**src/sac_pkg.sv**
```systemverilog
// constants, register map and field layout for the converter calibration control
// Notes on behaviour
// - averaging code 00 averages fifteen readings
// - busy reads high while converting or calibrating
// - type bit: zero offset, one gain calibration
// - start bit launches the selected calibration
// - hardware clears start bit when calibration ends
// - each conversion: track phase, then hold phase
// - final approximation value latched as result
// - phases and bit trials sequence without software
// - acquisition and conversion timing are programmable
// - results carry twelve bits of resolution
package sac_pkg;
	// byte offsets on the register bus
	localparam logic [7:0] OFF_CAL_CTRL = 8'h00;
	localparam logic [7:0] OFF_TIMING = 8'h04;
	localparam logic [7:0] OFF_CONV = 8'h08;
	localparam logic [7:0] OFF_RESULT = 8'h0C;
	localparam logic [7:0] OFF_OFS_COEF = 8'h10;
	localparam logic [7:0] OFF_GAIN_COEF = 8'h14;
	// data widths
	localparam int RES_W = 12;
	localparam int SUM_W = 18;
	localparam int DIV_W = 8;
	localparam int ACQ_W = 2;
	localparam int CNT_W = 6;
	// calibration control field positions
	localparam int CC_BUSY = 7;
	localparam int CC_AVG_HI = 5;
	localparam int CC_AVG_LO = 4;
	localparam int CC_ARM = 2;
	localparam int CC_TYPE = 1;
	localparam int CC_START = 0;
	localparam logic [7:0] CAL_CTRL_RST = 8'h00;
	localparam logic [7:0] CAL_CTRL_WMASK = 8'h37;
	// timing register fields and reset values
	localparam int TM_ACQ_LSB = 0;
	localparam int TM_DIV_LSB = 8;
	localparam logic [1:0] ACQ_RST = 2'h2;
	localparam logic [7:0] DIV_RST = 8'h07;
	// number of readings per averaging code
	localparam logic [5:0] AVG_N00 = 6'h0F;
	localparam logic [5:0] AVG_N01 = 6'h01;
	localparam logic [5:0] AVG_N10 = 6'h1F;
	localparam logic [5:0] AVG_N11 = 6'h3F;
	// calibration input select driven to the analog front end
	localparam logic [1:0] CALM_NONE = 2'h0;
	localparam logic [1:0] CALM_ZERO = 2'h1;
	localparam logic [1:0] CALM_FULL = 2'h2;
endpackage

```
**src/sac_conv_if.sv**
```systemverilog
// carrier between the control block and the approximation engine
`timescale 1ns/1ps
`default_nettype none
interface sac_conv_if;
	logic start;
	logic [sac_pkg::ACQ_W-1:0] acq_sel;
	logic [sac_pkg::DIV_W-1:0] clk_div;
	logic cmp;
	logic track;
	logic [sac_pkg::RES_W-1:0] dac;
	logic [sac_pkg::RES_W-1:0] result;
	logic done;
	modport ctrl (output start, acq_sel, clk_div, cmp, input track, dac, result, done);
	modport eng (input start, acq_sel, clk_div, cmp, output track, dac, result, done);
endinterface
`default_nettype wire

```
**src/sac_sar_engine.sv**
```systemverilog
// successive approximation engine: track phase, then twelve bit trials
`timescale 1ns/1ps
`default_nettype none
module sac_sar_engine (
	input wire logic i_clock,
	input wire logic i_sys_rst,
	sac_conv_if.eng cif
);
	typedef enum logic [2:0] {E_IDLE = 3'b001, E_TRACK = 3'b010, E_CONV = 3'b100} sac_eng_t;
	localparam int RW = sac_pkg::RES_W;
	sac_eng_t st_r, st_nxt;
	logic [sac_pkg::DIV_W-1:0] div_cnt_r;
	logic [sac_pkg::ACQ_W-1:0] acq_cnt_r;
	logic [RW-1:0] sar_r, bit_r, res_r;
	logic done_r, track_r;
	// one tick per converter clock, period clk_div+1 core cycles
	wire tick = (div_cnt_r == cif.clk_div);
	wire acq_end = tick && (acq_cnt_r == cif.acq_sel);
	wire trial_end = tick && bit_r[0];
	wire [RW-1:0] trial = cif.cmp ? sar_r : (sar_r & ~bit_r);
	wire [RW-1:0] msb = {1'b1, {(RW-1){1'b0}}};
	// phase sequencing runs by itself once started
	always_comb begin
		st_nxt = st_r;
		case (st_r)
			E_IDLE: if (cif.start) st_nxt = E_TRACK;
			E_TRACK: if (acq_end) st_nxt = E_CONV;
			E_CONV: if (trial_end) st_nxt = E_IDLE;
			default: st_nxt = E_IDLE;
		endcase
	end
	// state and converter clock divider
	always_ff @(posedge i_clock) begin
		if (i_sys_rst) begin
			st_r <= E_IDLE;
			div_cnt_r <= '0;
		end else begin
			st_r <= st_nxt;
			div_cnt_r <= (st_r == E_IDLE || tick) ? '0 : div_cnt_r + 1'b1;
		end
	end
	// acquisition clock count and sampling switch
	always_ff @(posedge i_clock) begin
		if (i_sys_rst) begin
			acq_cnt_r <= '0;
			track_r <= 1'b0;
		end else begin
			track_r <= (st_nxt == E_TRACK);
			if (st_r != E_TRACK) acq_cnt_r <= '0;
			else if (tick) acq_cnt_r <= acq_cnt_r + 1'b1;
		end
	end
	// bit trials: keep the bit when the comparator says input is above
	always_ff @(posedge i_clock) begin
		if (i_sys_rst) begin
			sar_r <= '0;
			bit_r <= '0;
			res_r <= '0;
			done_r <= 1'b0;
		end else begin
			done_r <= (st_r == E_CONV) && trial_end;
			if (st_r == E_TRACK && acq_end) begin
				sar_r <= msb;
				bit_r <= msb;
			end else if (st_r == E_CONV && tick) begin
				sar_r <= trial | (bit_r >> 1);
				bit_r <= bit_r >> 1;
				if (bit_r[0]) res_r <= trial;
			end
		end
	end
	// engine results out to the control block
	assign cif.track = track_r;
	assign cif.dac = sar_r;
	assign cif.result = res_r;
	assign cif.done = done_r;

	// cycles spent tracking, for checking the programmed length
	logic [10:0] trk_cnt_r;
	wire [10:0] trk_want = ({9'h000, cif.acq_sel} + 11'h001) * ({3'h0, cif.clk_div} + 11'h001);
	always_ff @(posedge i_clock) begin
		if (i_sys_rst) trk_cnt_r <= '0;
		else trk_cnt_r <= track_r ? trk_cnt_r + 11'h001 : 11'h000;
	end
endmodule
`default_nettype wire

```
**src/sac_cal_ctrl.sv**
```systemverilog
// calibration control with wishbone registers around the approximation engine
`timescale 1ns/1ps
`default_nettype none
module sac_cal_ctrl (
	input wire logic i_clock,
	input wire logic i_sys_rst,
	input wire logic i_wb_cyc,
	input wire logic i_wb_stb,
	input wire logic i_wb_we,
	input wire logic [7:0] i_wb_adr,
	input wire logic [3:0] i_wb_sel,
	input wire logic [31:0] i_wb_dat,
	output logic [31:0] o_wb_dat,
	output logic o_wb_ack,
	input wire logic i_cmp,
	output logic o_track,
	output logic [sac_pkg::RES_W-1:0] o_dac_code,
	output logic [1:0] o_cal_mode,
	output logic o_busy
);
	typedef enum logic [2:0] {ST_IDLE = 3'b001, ST_CONV = 3'b010, ST_CAL = 3'b100} sac_state_t;
	localparam int RW = sac_pkg::RES_W;
	localparam int SW = sac_pkg::SUM_W;

	sac_state_t state_r, state_nxt;
	logic ack_r;
	logic [31:0] rdat_r;
	logic [7:0] ctrl_r;
	logic [sac_pkg::ACQ_W-1:0] acq_r;
	logic [sac_pkg::DIV_W-1:0] div_r;
	logic [sac_pkg::CNT_W-1:0] left_r;
	logic [SW-1:0] sum_r, ofs_r, gain_r;
	logic go_r, busy_r, type_r;
	logic [1:0] calm_r;

	sac_conv_if cif();
	sac_sar_engine u_eng (
		.i_clock(i_clock),
		.i_sys_rst(i_sys_rst),
		.cif(cif.eng)
	);
	assign cif.start = go_r;
	assign cif.acq_sel = acq_r;
	assign cif.clk_div = div_r;
	assign cif.cmp = i_cmp;

	// bus decode: requests are acknowledged one cycle after they appear
	wire req = i_wb_cyc && i_wb_stb;
	wire wr_at = req && i_wb_we && ack_r;
	wire idle = (state_r == ST_IDLE);
	wire hit_ctrl = (i_wb_adr == sac_pkg::OFF_CAL_CTRL);
	wire hit_tim = (i_wb_adr == sac_pkg::OFF_TIMING);
	wire hit_conv = (i_wb_adr == sac_pkg::OFF_CONV);
	wire hit_res = (i_wb_adr == sac_pkg::OFF_RESULT);
	wire hit_ofs = (i_wb_adr == sac_pkg::OFF_OFS_COEF);
	wire hit_gain = (i_wb_adr == sac_pkg::OFF_GAIN_COEF);

	// configuration writes are taken only while nothing runs
	wire wr_ctrl = wr_at && hit_ctrl && i_wb_sel[0] && idle;
	wire wr_tim_lo = wr_at && hit_tim && i_wb_sel[0] && idle;
	wire wr_tim_hi = wr_at && hit_tim && i_wb_sel[1] && idle;
	wire start_req = wr_ctrl && i_wb_dat[sac_pkg::CC_START];
	wire conv_req = wr_at && hit_conv && i_wb_sel[0] && i_wb_dat[0] && idle;

	// readings to average for the code being written
	wire [1:0] avg_code = i_wb_dat[sac_pkg::CC_AVG_HI:sac_pkg::CC_AVG_LO];
	wire [sac_pkg::CNT_W-1:0] avg_n =
		(avg_code == 2'h0) ? sac_pkg::AVG_N00 :
		(avg_code == 2'h1) ? sac_pkg::AVG_N01 :
		(avg_code == 2'h2) ? sac_pkg::AVG_N10 : sac_pkg::AVG_N11;

	// engine completion events
	wire eng_done = cif.done;
	wire last = (left_r == {{(sac_pkg::CNT_W-1){1'b0}}, 1'b1});
	wire cal_step = (state_r == ST_CAL) && eng_done;
	wire cal_end = cal_step && last;
	wire [SW-1:0] sum_add = sum_r + {{(SW-RW){1'b0}}, cif.result};

	// read data selection, reserved bits read as zero
	wire [7:0] ctrl_rd = {busy_r, ctrl_r[6:0] & sac_pkg::CAL_CTRL_WMASK[6:0]};
	wire [31:0] rd_word =
		hit_ctrl ? {24'h000000, ctrl_rd} :
		hit_tim ? {16'h0000, div_r, 6'h00, acq_r} :
		hit_conv ? {31'h00000000, busy_r} :
		hit_res ? {{(32-RW){1'b0}}, cif.result} :
		hit_ofs ? {{(32-SW){1'b0}}, ofs_r} :
		hit_gain ? {{(32-SW){1'b0}}, gain_r} : 32'h00000000;

	// mode sequencer
	always_comb begin
		state_nxt = state_r;
		case (state_r)
			ST_IDLE: begin
				if (start_req) state_nxt = ST_CAL;
				else if (conv_req) state_nxt = ST_CONV;
			end
			ST_CONV: if (eng_done) state_nxt = ST_IDLE;
			ST_CAL: if (cal_end) state_nxt = ST_IDLE;
			default: state_nxt = ST_IDLE;
		endcase
	end

	// bus handshake: ack for one cycle, read data with it
	always_ff @(posedge i_clock) begin
		if (i_sys_rst) begin
			ack_r <= 1'b0;
			rdat_r <= 32'h00000000;
		end else begin
			ack_r <= req && !ack_r;
			if (req && !ack_r) rdat_r <= rd_word;
		end
	end

	// state and busy status
	always_ff @(posedge i_clock) begin
		if (i_sys_rst) begin
			state_r <= ST_IDLE;
			busy_r <= 1'b0;
		end else begin
			state_r <= state_nxt;
			busy_r <= (state_nxt != ST_IDLE);
		end
	end

	// control register: start bit cleared by hardware at the end
	always_ff @(posedge i_clock) begin
		if (i_sys_rst) begin
			ctrl_r <= sac_pkg::CAL_CTRL_RST;
		end else if (wr_ctrl) begin
			ctrl_r <= i_wb_dat[7:0] & sac_pkg::CAL_CTRL_WMASK;
		end else if (cal_end) begin
			ctrl_r[sac_pkg::CC_START] <= 1'b0;
		end
	end

	// timing register: acquisition clocks and converter clock divider
	always_ff @(posedge i_clock) begin
		if (i_sys_rst) begin
			acq_r <= sac_pkg::ACQ_RST;
			div_r <= sac_pkg::DIV_RST;
		end else begin
			if (wr_tim_lo) acq_r <= i_wb_dat[sac_pkg::TM_ACQ_LSB +: sac_pkg::ACQ_W];
			if (wr_tim_hi) div_r <= i_wb_dat[sac_pkg::TM_DIV_LSB +: sac_pkg::DIV_W];
		end
	end

	// conversion launch: single request, calibration start, next reading
	always_ff @(posedge i_clock) begin
		if (i_sys_rst) go_r <= 1'b0;
		else go_r <= start_req || conv_req || (cal_step && !last);
	end

	// averaging counter and running sum
	always_ff @(posedge i_clock) begin
		if (i_sys_rst) begin
			left_r <= '0;
			sum_r <= '0;
		end else if (start_req) begin
			left_r <= avg_n;
			sum_r <= '0;
		end else if (cal_step) begin
			left_r <= left_r - 1'b1;
			sum_r <= sum_add;
		end
	end

	// calibration type and analog input select for the cycle
	always_ff @(posedge i_clock) begin
		if (i_sys_rst) begin
			type_r <= 1'b0;
			calm_r <= sac_pkg::CALM_NONE;
		end else if (start_req) begin
			type_r <= i_wb_dat[sac_pkg::CC_TYPE];
			calm_r <= i_wb_dat[sac_pkg::CC_TYPE] ? sac_pkg::CALM_FULL : sac_pkg::CALM_ZERO;
		end else if (cal_end) begin
			calm_r <= sac_pkg::CALM_NONE;
		end
	end

	// coefficient store: summed readings of the finished cycle
	always_ff @(posedge i_clock) begin
		if (i_sys_rst) begin
			ofs_r <= '0;
			gain_r <= '0;
		end else if (cal_end) begin
			if (type_r) gain_r <= sum_add;
			else ofs_r <= sum_add;
		end
	end

	// top-level outputs, each straight from a register
	assign o_wb_dat = rdat_r;
	assign o_wb_ack = ack_r;
	assign o_track = cif.track;
	assign o_dac_code = cif.dac;
	assign o_cal_mode = calm_r;
	assign o_busy = busy_r;

	// readings finished in the running calibration, counted apart from left_r
	logic [1:0] code_r;
	logic [sac_pkg::CNT_W-1:0] seen_r;
	always_ff @(posedge i_clock) begin
		if (i_sys_rst) begin
			code_r <= 2'h0;
			seen_r <= '0;
		end else if (start_req) begin
			code_r <= avg_code;
			seen_r <= '0;
		end else if (cal_step) begin
			seen_r <= seen_r + 1'b1;
		end
	end
endmodule
`default_nettype wire

```
**config.mk**
```make
export PLATFORM = sky130hd
export DESIGN_NAME = sac_cal_ctrl
export DESIGN_NICKNAME = d
export VERILOG_FILES = /design/src/sac_pkg.sv /design/src/sac_conv_if.sv /design/src/sac_sar_engine.sv /design/src/sac_cal_ctrl.sv
export SDC_FILE = /design/constraint.sdc
export NUM_CORES = 1
export LEC_CHECK = 0
export BUFFER_PORTS_ARGS = -buffer_cell sky130_fd_sc_hd__buf_4
export CORE_MARGIN = 1
export CORE_UTILIZATION = 54
export CTS_BUF_LIST = sky130_fd_sc_hd__clkbuf_8
export CTS_CLUSTER_SIZE = 40
export DETAILED_ROUTE_END_ITERATION = 7
export HOLD_SLACK_MARGIN = 0.08
export PLACE_DENSITY = 0.82
export SYNTH_ARGS = -nofsm -noshare
export SYNTH_HDL_FRONTEND = slang
export SYNTH_SLANG_ARGS = --single-unit
```
**constraint.sdc**
```tcl
create_clock -name i_clock -period 2 [get_ports i_clock]
set_input_delay 0.2 -clock i_clock [delete_from_list [all_inputs] [get_ports i_clock]]
set_output_delay 0.2 -clock i_clock [all_outputs]
set_load 0.02 [all_outputs]
```
==> impl_metrics.py, run 1 <==
metrics = {
    "power_and_ir_drop": {
        "power.leakage_nw": 3.56,
        "total_power_mw": 5.74,
        "power_density_nw_per_um2": 632,
        "ir_drop_mv": 0.788,
    },
    "drt": {
        "final_antenna_net_count": 0,
        "wl_um": 19800,
        "dr_total_vias": 6734,
        "drt_first_pass_iters": 5,
        "drc": 0,
        "vias_per_cell": 5.71,
        "wire_per_inst_um": 16.8,
        "detail_route.iter0.violations": 690,
    },
    "sta": {
        "worst_pin_slew_ps": 513,
        "maxSlewViolCount": 0,
        "timing.hold.ws_ps": 223,
        "max_freq_mhz": 467,
        "finalSetupViolCount": 18,
        "finClkSkew_ps": 10.9,
        "slew_headroom_pct": 65.8,
        "fin_crit_sh_pct": 107,
        "grt_setup_unrepaired": "yes",
        "fin_crit_ps": 2140,
        "fin_ws_ps": -139,
        "final_hold_viol_count": 0,
    },
    "worst_setup_path": {
        "start_kind": "flop",
        "crit_path_end_kind": "flop",
        "crit_required_ps": 2340,
        "worstRegToRegCells": 9,
        "rr_endpoint": "sum_r[10]",
        "worstPathMaxFanout": 3,
        "r2r_setup_slack_ps": -140,
        "path_class": "flop to flop",
        "cp.arrival_ps": 2480,
        "rr_startpoint": "sum_r[0]",
    },
    "synthesis": {
        "post-synth-top-count-cell": "dfxtp_1",
        "synth_ff_type": "dfxtp_1",
        "yosysUniqueCellTypes": 61,
        "synth.area.top_cells": "dfxtp_1, a21oi_1, nand2_1, nor2_1, xnor2_1",
        "synthTopCellsByCount": "dfxtp_1, nand2_1, a21oi_1",
        "seq_area_frac_synth_pct": 42.7,
        "synth-seq-cells": 153,
        "synth_top_cell_by_area": "dfxtp_1",
        "synth_area_um2": 7170,
        "synth_edf_count": 0,
        "syn-mean-instance-area_um2": 8.31,
        "synth_cells": 862,
        "yosysWarnings": 0,
        "ys_async_sr_fraction_pct": 0,
        "synth.top_cell.area_share_pct": 42.7,
    },
    "min_path": {
        "hold-path-endpoint": "cif.clk_div[2]",
        "hold_class": "primary input to flop",
        "hp-start": "i_wb_sel[1]",
        "hold_depth": 4,
    },
    "outcome": {
        "status": "finished with violations",
        "violations": "negative setup slack",
    },
    "die": {
        "coreArea_um2": 12800,
        "dieHeight_um": 117,
        "row_count": 41,
        "dieArea_um2": 13700,
        "die_x_um": 117,
        "start_util_pct": 56.1,
        "io-pin-count": 99,
    },
    "clock_tree": {
        "clk-insertion-delay-late_ps": 450,
        "cts-root-buf": "clkbuf_8",
        "clock-sinks": 153,
        "cts_buffer_depth": 2,
        "cts-htree-levels": 4,
        "cts-buffers-inserted": 17,
        "clkTransAtPathRegs_ps": 80,
        "cts_tree": "done",
    },
    "grt": {
        "grt_start_max_net_pins": 98,
        "gr-total-overflow": 0,
        "track_usage_pct": 28.5,
        "grt_first_pass_wirelength_um": 29400,
        "antenna_found_initial": 0,
        "grt_pass1_vias": 5950,
    },
    "job": {
        "maxCapViolations": 0,
    },
    "place": {
        "place_congestion": 0.944,
        "hpwl_um": 13000,
        "port_buffers": 63,
    },
    "final_layout": {
        "fin_nets": 1060,
        "utilization_pct": 71.1,
        "syn_to_final_growth_pct": 26.7,
        "n_antenna_cell": 0,
        "drive_gt1_share_pct": 25.1,
        "fillCellCount": 955,
    },
}
==> layout by cell type (no fill, tap or decap), types with 6 or more instances in the layout <==
cell type / netlist / routed
nor4_1: 7 / 6
xor2_1: 10 / 10
and3_1: 12 / 12
dfxtp_2: 0 / 7
ha_1: 15 / 9
a21o_1: 11 / 11
dlygate4sd3_1: 0 / 14
inv_1: 19 / 21
a21oi_2: 0 / 6
nand3_1: 27 / 25
dfxtp_1: 153 / 146
a221oi_1: 9 / 9
a211oi_2: 0 / 6
nor3_1: 16 / 16
a21oi_1: 111 / 104
mux2i_1: 22 / 22
nand2_1: 129 / 129
buf_4: 16 / 140
nor2_1: 81 / 78
clkbuf_8: 2 / 20
ha_4: 0 / 6
or2_2: 15 / 15
xnor2_1: 30 / 27
o21ai_0: 34 / 34
conb_1: 1 / 14
a211oi_1: 20 / 14
==> power breakdown <==
group          switching, mW  internal (mW)  leakage (nW)
Combinational          0.201          0.125          2.12
Clock                   1.14           1.20         0.208
Sequential           0.00860           3.06          1.24
Total                   1.35           4.39          3.56
==> final cells by class <==
type	count	area (µm²)	area share [%]
inverter	19	71.3	0.785
multi-input combinational	642	4000	44.1
tap	172	215	2.37
clock buffer	20	275	3.03
clock inverter	12	124	1.36
sequential	153	3070	33.8
timing repair buffer	161	1320	14.5
==> sequential cells by signal, summed over array words and instances (netlist names) <==
name              count
cif.clk_div           8
u_eng.cif.done        1
cif.start             1
type_r                1
gain_r               18
state_r               3
u_eng.div_cnt_r       8
ctrl_r                5
o_cal_mode            2
u_eng.cif.track       1
u_eng.st_r            3
u_eng.cif.dac        12
u_eng.acq_cnt_r       2
u_eng.bit_r          12
ofs_r                18
sum_r                18
o_wb_dat             18
acq_r                 2
o_busy                1
u_eng.cif.result     12
left_r                6
o_wb_ack              1
==> worst max-delay path by stage <==
stage / depth (start not counted) / start / slack, ps / endpoint
floorplan: 8 / u_eng.cif.result[0] / -10 / sum_r[10]
global placement: 9 / sum_r[0] / -160 / sum_r[10]
detailed placement: 9 / sum_r[0] / -190 / sum_r[10]
CTS: 9 / sum_r[0] / -90 / sum_r[10]
global route: 9 / sum_r[0] / -230 / sum_r[10]
finish: 9 / sum_r[0] / -140 / sum_r[10]
==> stage by stage <==
step                cell area, µm²  setup slack, ps  setup TNS, ps  instances
floorplan                     7260            -12.3          -12.3        875
global placement              8250             -165          -1240       1128
detailed placement            8250             -192          -1790       1128
CTS                           8900            -93.1           -284       1176
global route                  9080             -235          -4020       1179
finish                        9080             -139           -892       1179
==> repair_timing <==
action / 4_1_cts / 5_1_grt
hold buffers: 14 / 0
pin swaps: 12 / 10
cloned: 1 / 0
setup endpoints to repair: 27 / 68
setup buffers: 1 / 3
gates resized for setup: 18 / 30
hold endpoints to repair: 17 / 0
==> cells by family after synthesis <==
| group | Yosys count | share of synthesized area (%) |
|---|---|---|
| AOI/OAI and AO/OA | 223 | 18.9 |
| xor gates and xnor gates | 40 | 4.89 |
| adders and majority gates | 16 | 2.90 |
| buffers and inverters | 80 | 5.53 |
| DFF | 153 | 42.7 |
| muxes | 23 | 3.23 |
| other | 1 | 0.0523 |
| and+or+nand+nor | 326 | 21.7 |
==> worst max-delay path, cell delays in order (launching register included) <==
cell      delay, ps
dfxtp_2         340
ha_4            160
fa_2            340
a211oi_2        240
o211ai_1        140
buf_4           170
a21o_1          160
a21oi_2         180
xnor2_2         110
a2bb2o_4        210
==> routing by layer <==
layer / up-vias / part of all wire [%] / routed length, µm / GRT usage (%)
met3: 37 / 6.4 / 1260 / 6.75
met4: 0 / 2.5 / 490 / 10.5
met5: - / 0 / 0 / 0
li1: 3251 / - / - / -
met2: 226 / 48 / 9570 / 46.4
met1: 3220 / 43 / 8440 / 36.8
(Power assumes the default switching activity.)
==> inputs of run 2 (changes only) <==
--- a/config.mk
+++ b/config.mk
@@ -11,6 +11,7 @@
 export CTS_BUF_LIST = sky130_fd_sc_hd__clkbuf_8
 export CTS_CLUSTER_SIZE = 40
 export DETAILED_ROUTE_END_ITERATION = 7
+export GPL_TIMING_DRIVEN = 0
 export HOLD_SLACK_MARGIN = 0.08
 export PLACE_DENSITY = 0.82
 export SYNTH_ARGS = -nofsm -noshare
==> run 2 against run 1 <==
Against the previous run: clock power increased by 26%; via count up 0.91%; the run still ends with negative setup slack left; critical endpoint is now gain_r[14]; cell count decreased by 0.68%; critical path type unchanged; global-route usage grew 1.4 points; highest routed layer unchanged; wire length grew 3.9%; worst setup slack got worse by 33 ps; total power rose by 11%; sequential share of layout area fell by 0.081 points.
==> impl_metrics.py, run 2 (synthesis gave the netlist of run 1 again) <==
metrics = {
    "outcome": {
        "status": "finished with violations",
        "violations": "negative setup slack",
    },
    "sta": {
        "grt_setup_unrepaired": "yes",
        "slew_headroom_pct": 52.3,
        "final_hold_viol_count": 0,
        "maxSlewViolCount": 0,
        "worst_pin_slew_ps": 715,
        "setup_tns_ps": -946,
        "finClkSkew_ps": 11.8,
        "max_freq_mhz": 460,
        "fin_crit_ps": 2170,
        "finalSetupViolCount": 16,
        "fin_crit_sh_pct": 109,
        "timing.hold.ws_ps": 189,
        "fin_ws_ps": -173,
    },
    "final_layout": {
        "n_antenna_cell": 0,
        "stdcell_area_um2": 9150,
        "drive_gt1_share_pct": 25.2,
        "utilization_pct": 71.6,
        "final_common_cell": "dfxtp_1",
        "syn_to_final_growth_pct": 27.7,
        "final_cell_mix": "dfxtp_1, nand2_1, a21oi_1, buf_4, nor2_1",
        "fin_nets": 1052,
    },
    "die": {
        "io-pin-count": 99,
        "coreArea_um2": 12800,
        "start_util_pct": 56.1,
        "row_count": 41,
        "dieArea_um2": 13700,
        "dieHeight_um": 117,
        "die_x_um": 117,
    },
    "place": {
        "place_congestion": 0.937,
        "hpwl_um": 13800,
        "port_buffers": 60,
        "place_area_um2": 7920,
    },
    "worst_setup_path": {
        "crit_required_ps": 2370,
        "start_kind": "flop",
        "path_class": "flop to flop",
        "rr_startpoint": "u_eng.cif.result[0]",
        "worstRegToRegCells": 8,
        "worstSetupStartpoint": "u_eng.cif.result[0]",
        "worstPathMaxFanout": 7,
        "cp.arrival_ps": 2550,
        "crit_path_end_kind": "flop",
    },
    "clock_tree": {
        "cts-buffers-inserted": 17,
        "clk-insertion-delay-late_ps": 470,
        "clock-sinks": 153,
        "clkTransAtPathRegs_ps": 90,
        "cts_buffer_depth": 2,
        "cts-htree-levels": 4,
        "cts_tree": "done",
        "cts-root-buf": "clkbuf_8",
    },
    "power_and_ir_drop": {
        "power.leakage_nw": 3.50,
        "ir_drop_mv": 0.536,
        "power_density_nw_per_um2": 696,
    },
    "drt": {
        "drc": 0,
        "final_antenna_net_count": 0,
        "detail_route.iter0.violations": 597,
        "dr_total_vias": 6795,
        "wl_um": 20500,
        "wire_per_inst_um": 17.5,
        "vias_per_cell": 5.80,
        "drt_first_pass_iters": 5,
    },
    "min_path": {
        "hold_depth": 4,
        "hp-start": "i_wb_sel[1]",
        "hold_class": "primary input to flop",
    },
    "job": {
        "maxCapViolations": 0,
    },
    "grt": {
        "grt_pass1_vias": 6028,
        "grt_first_pass_wirelength_um": 30900,
        "grt_start_max_net_pins": 17,
        "gr-total-overflow": 0,
        "antenna_found_initial": 0,
        "track_usage_pct": 29.9,
    },
}
-- run 2: area by class of cell --
type | count | area (µm²)
clock buffers | 21 | 289
plain buffers | 59 | 358
repair buffers | 94 | 741
well taps | 172 | 215
flip-flops and latches | 153 | 3090
fillers | 911 | 3620
clock inverters | 11 | 215
inverters | 19 | 71.3
multi-input cells | 642 | 4170
-- run 2: report_power, final --
| group | leakage [nW] | internal, mW | switching (mW) |
|---|---|---|---|
| sequential | 1.24 | 3.06 | 0.00943 |
| combinational | 2.01 | 0.143 | 0.219 |
| clock | 0.246 | 1.74 | 1.19 |
| total | 3.50 | 4.94 | 1.42 |
-- run 2: per-layer routing --
layer,routed length (µm),global-route usage (%),vias up
met2,9510,47.3,278
met3,1330,6.02,57
met1,8990,39.5,3231
li1,-,-,3229
met4,718,13.5,0
met5,0,0,-
-- run 2: path summary, 6_finish.rpt --
kind / end / slack (ps)
hold / removal: cif.clk_div[1] / 190
hold reg to reg: gain_r[4] / 460
setup reg to reg: gain_r[14] / -170
setup / recovery: gain_r[14] / -170
-- run 2: what timing repair did --
item / in CTS / in global routing
buffers inserted: 13 / 7
setup endpoints to repair: 86 / 93
pin swaps: 17 / 20
hold buffers: 14 / 0
resized for setup: 46 / 72
cloned: 0 / 0
hold endpoints to repair: 18 / 0
-- run 2: critical path, stage by stage (launching register included) --
cell and delay (ps):
dfxtp_4 370, ha_4 160, fa_2 350, a211oi_2 220
o211ai_1 210, nand3_2 260, a21oi_2 100, xnor2_2 160
a211oi_1 260
-- run 2: metrics by stage --
step                      std cells  power, mW  setup slack [ps]
after floorplan                 875       3.33             -12.3
after global placement         1107       3.47              -421
after detailed placement       1107       3.47              -487
after CTS                      1164       6.36             -64.4
after global routing           1171       6.53              -201
final                          1171       6.36              -173
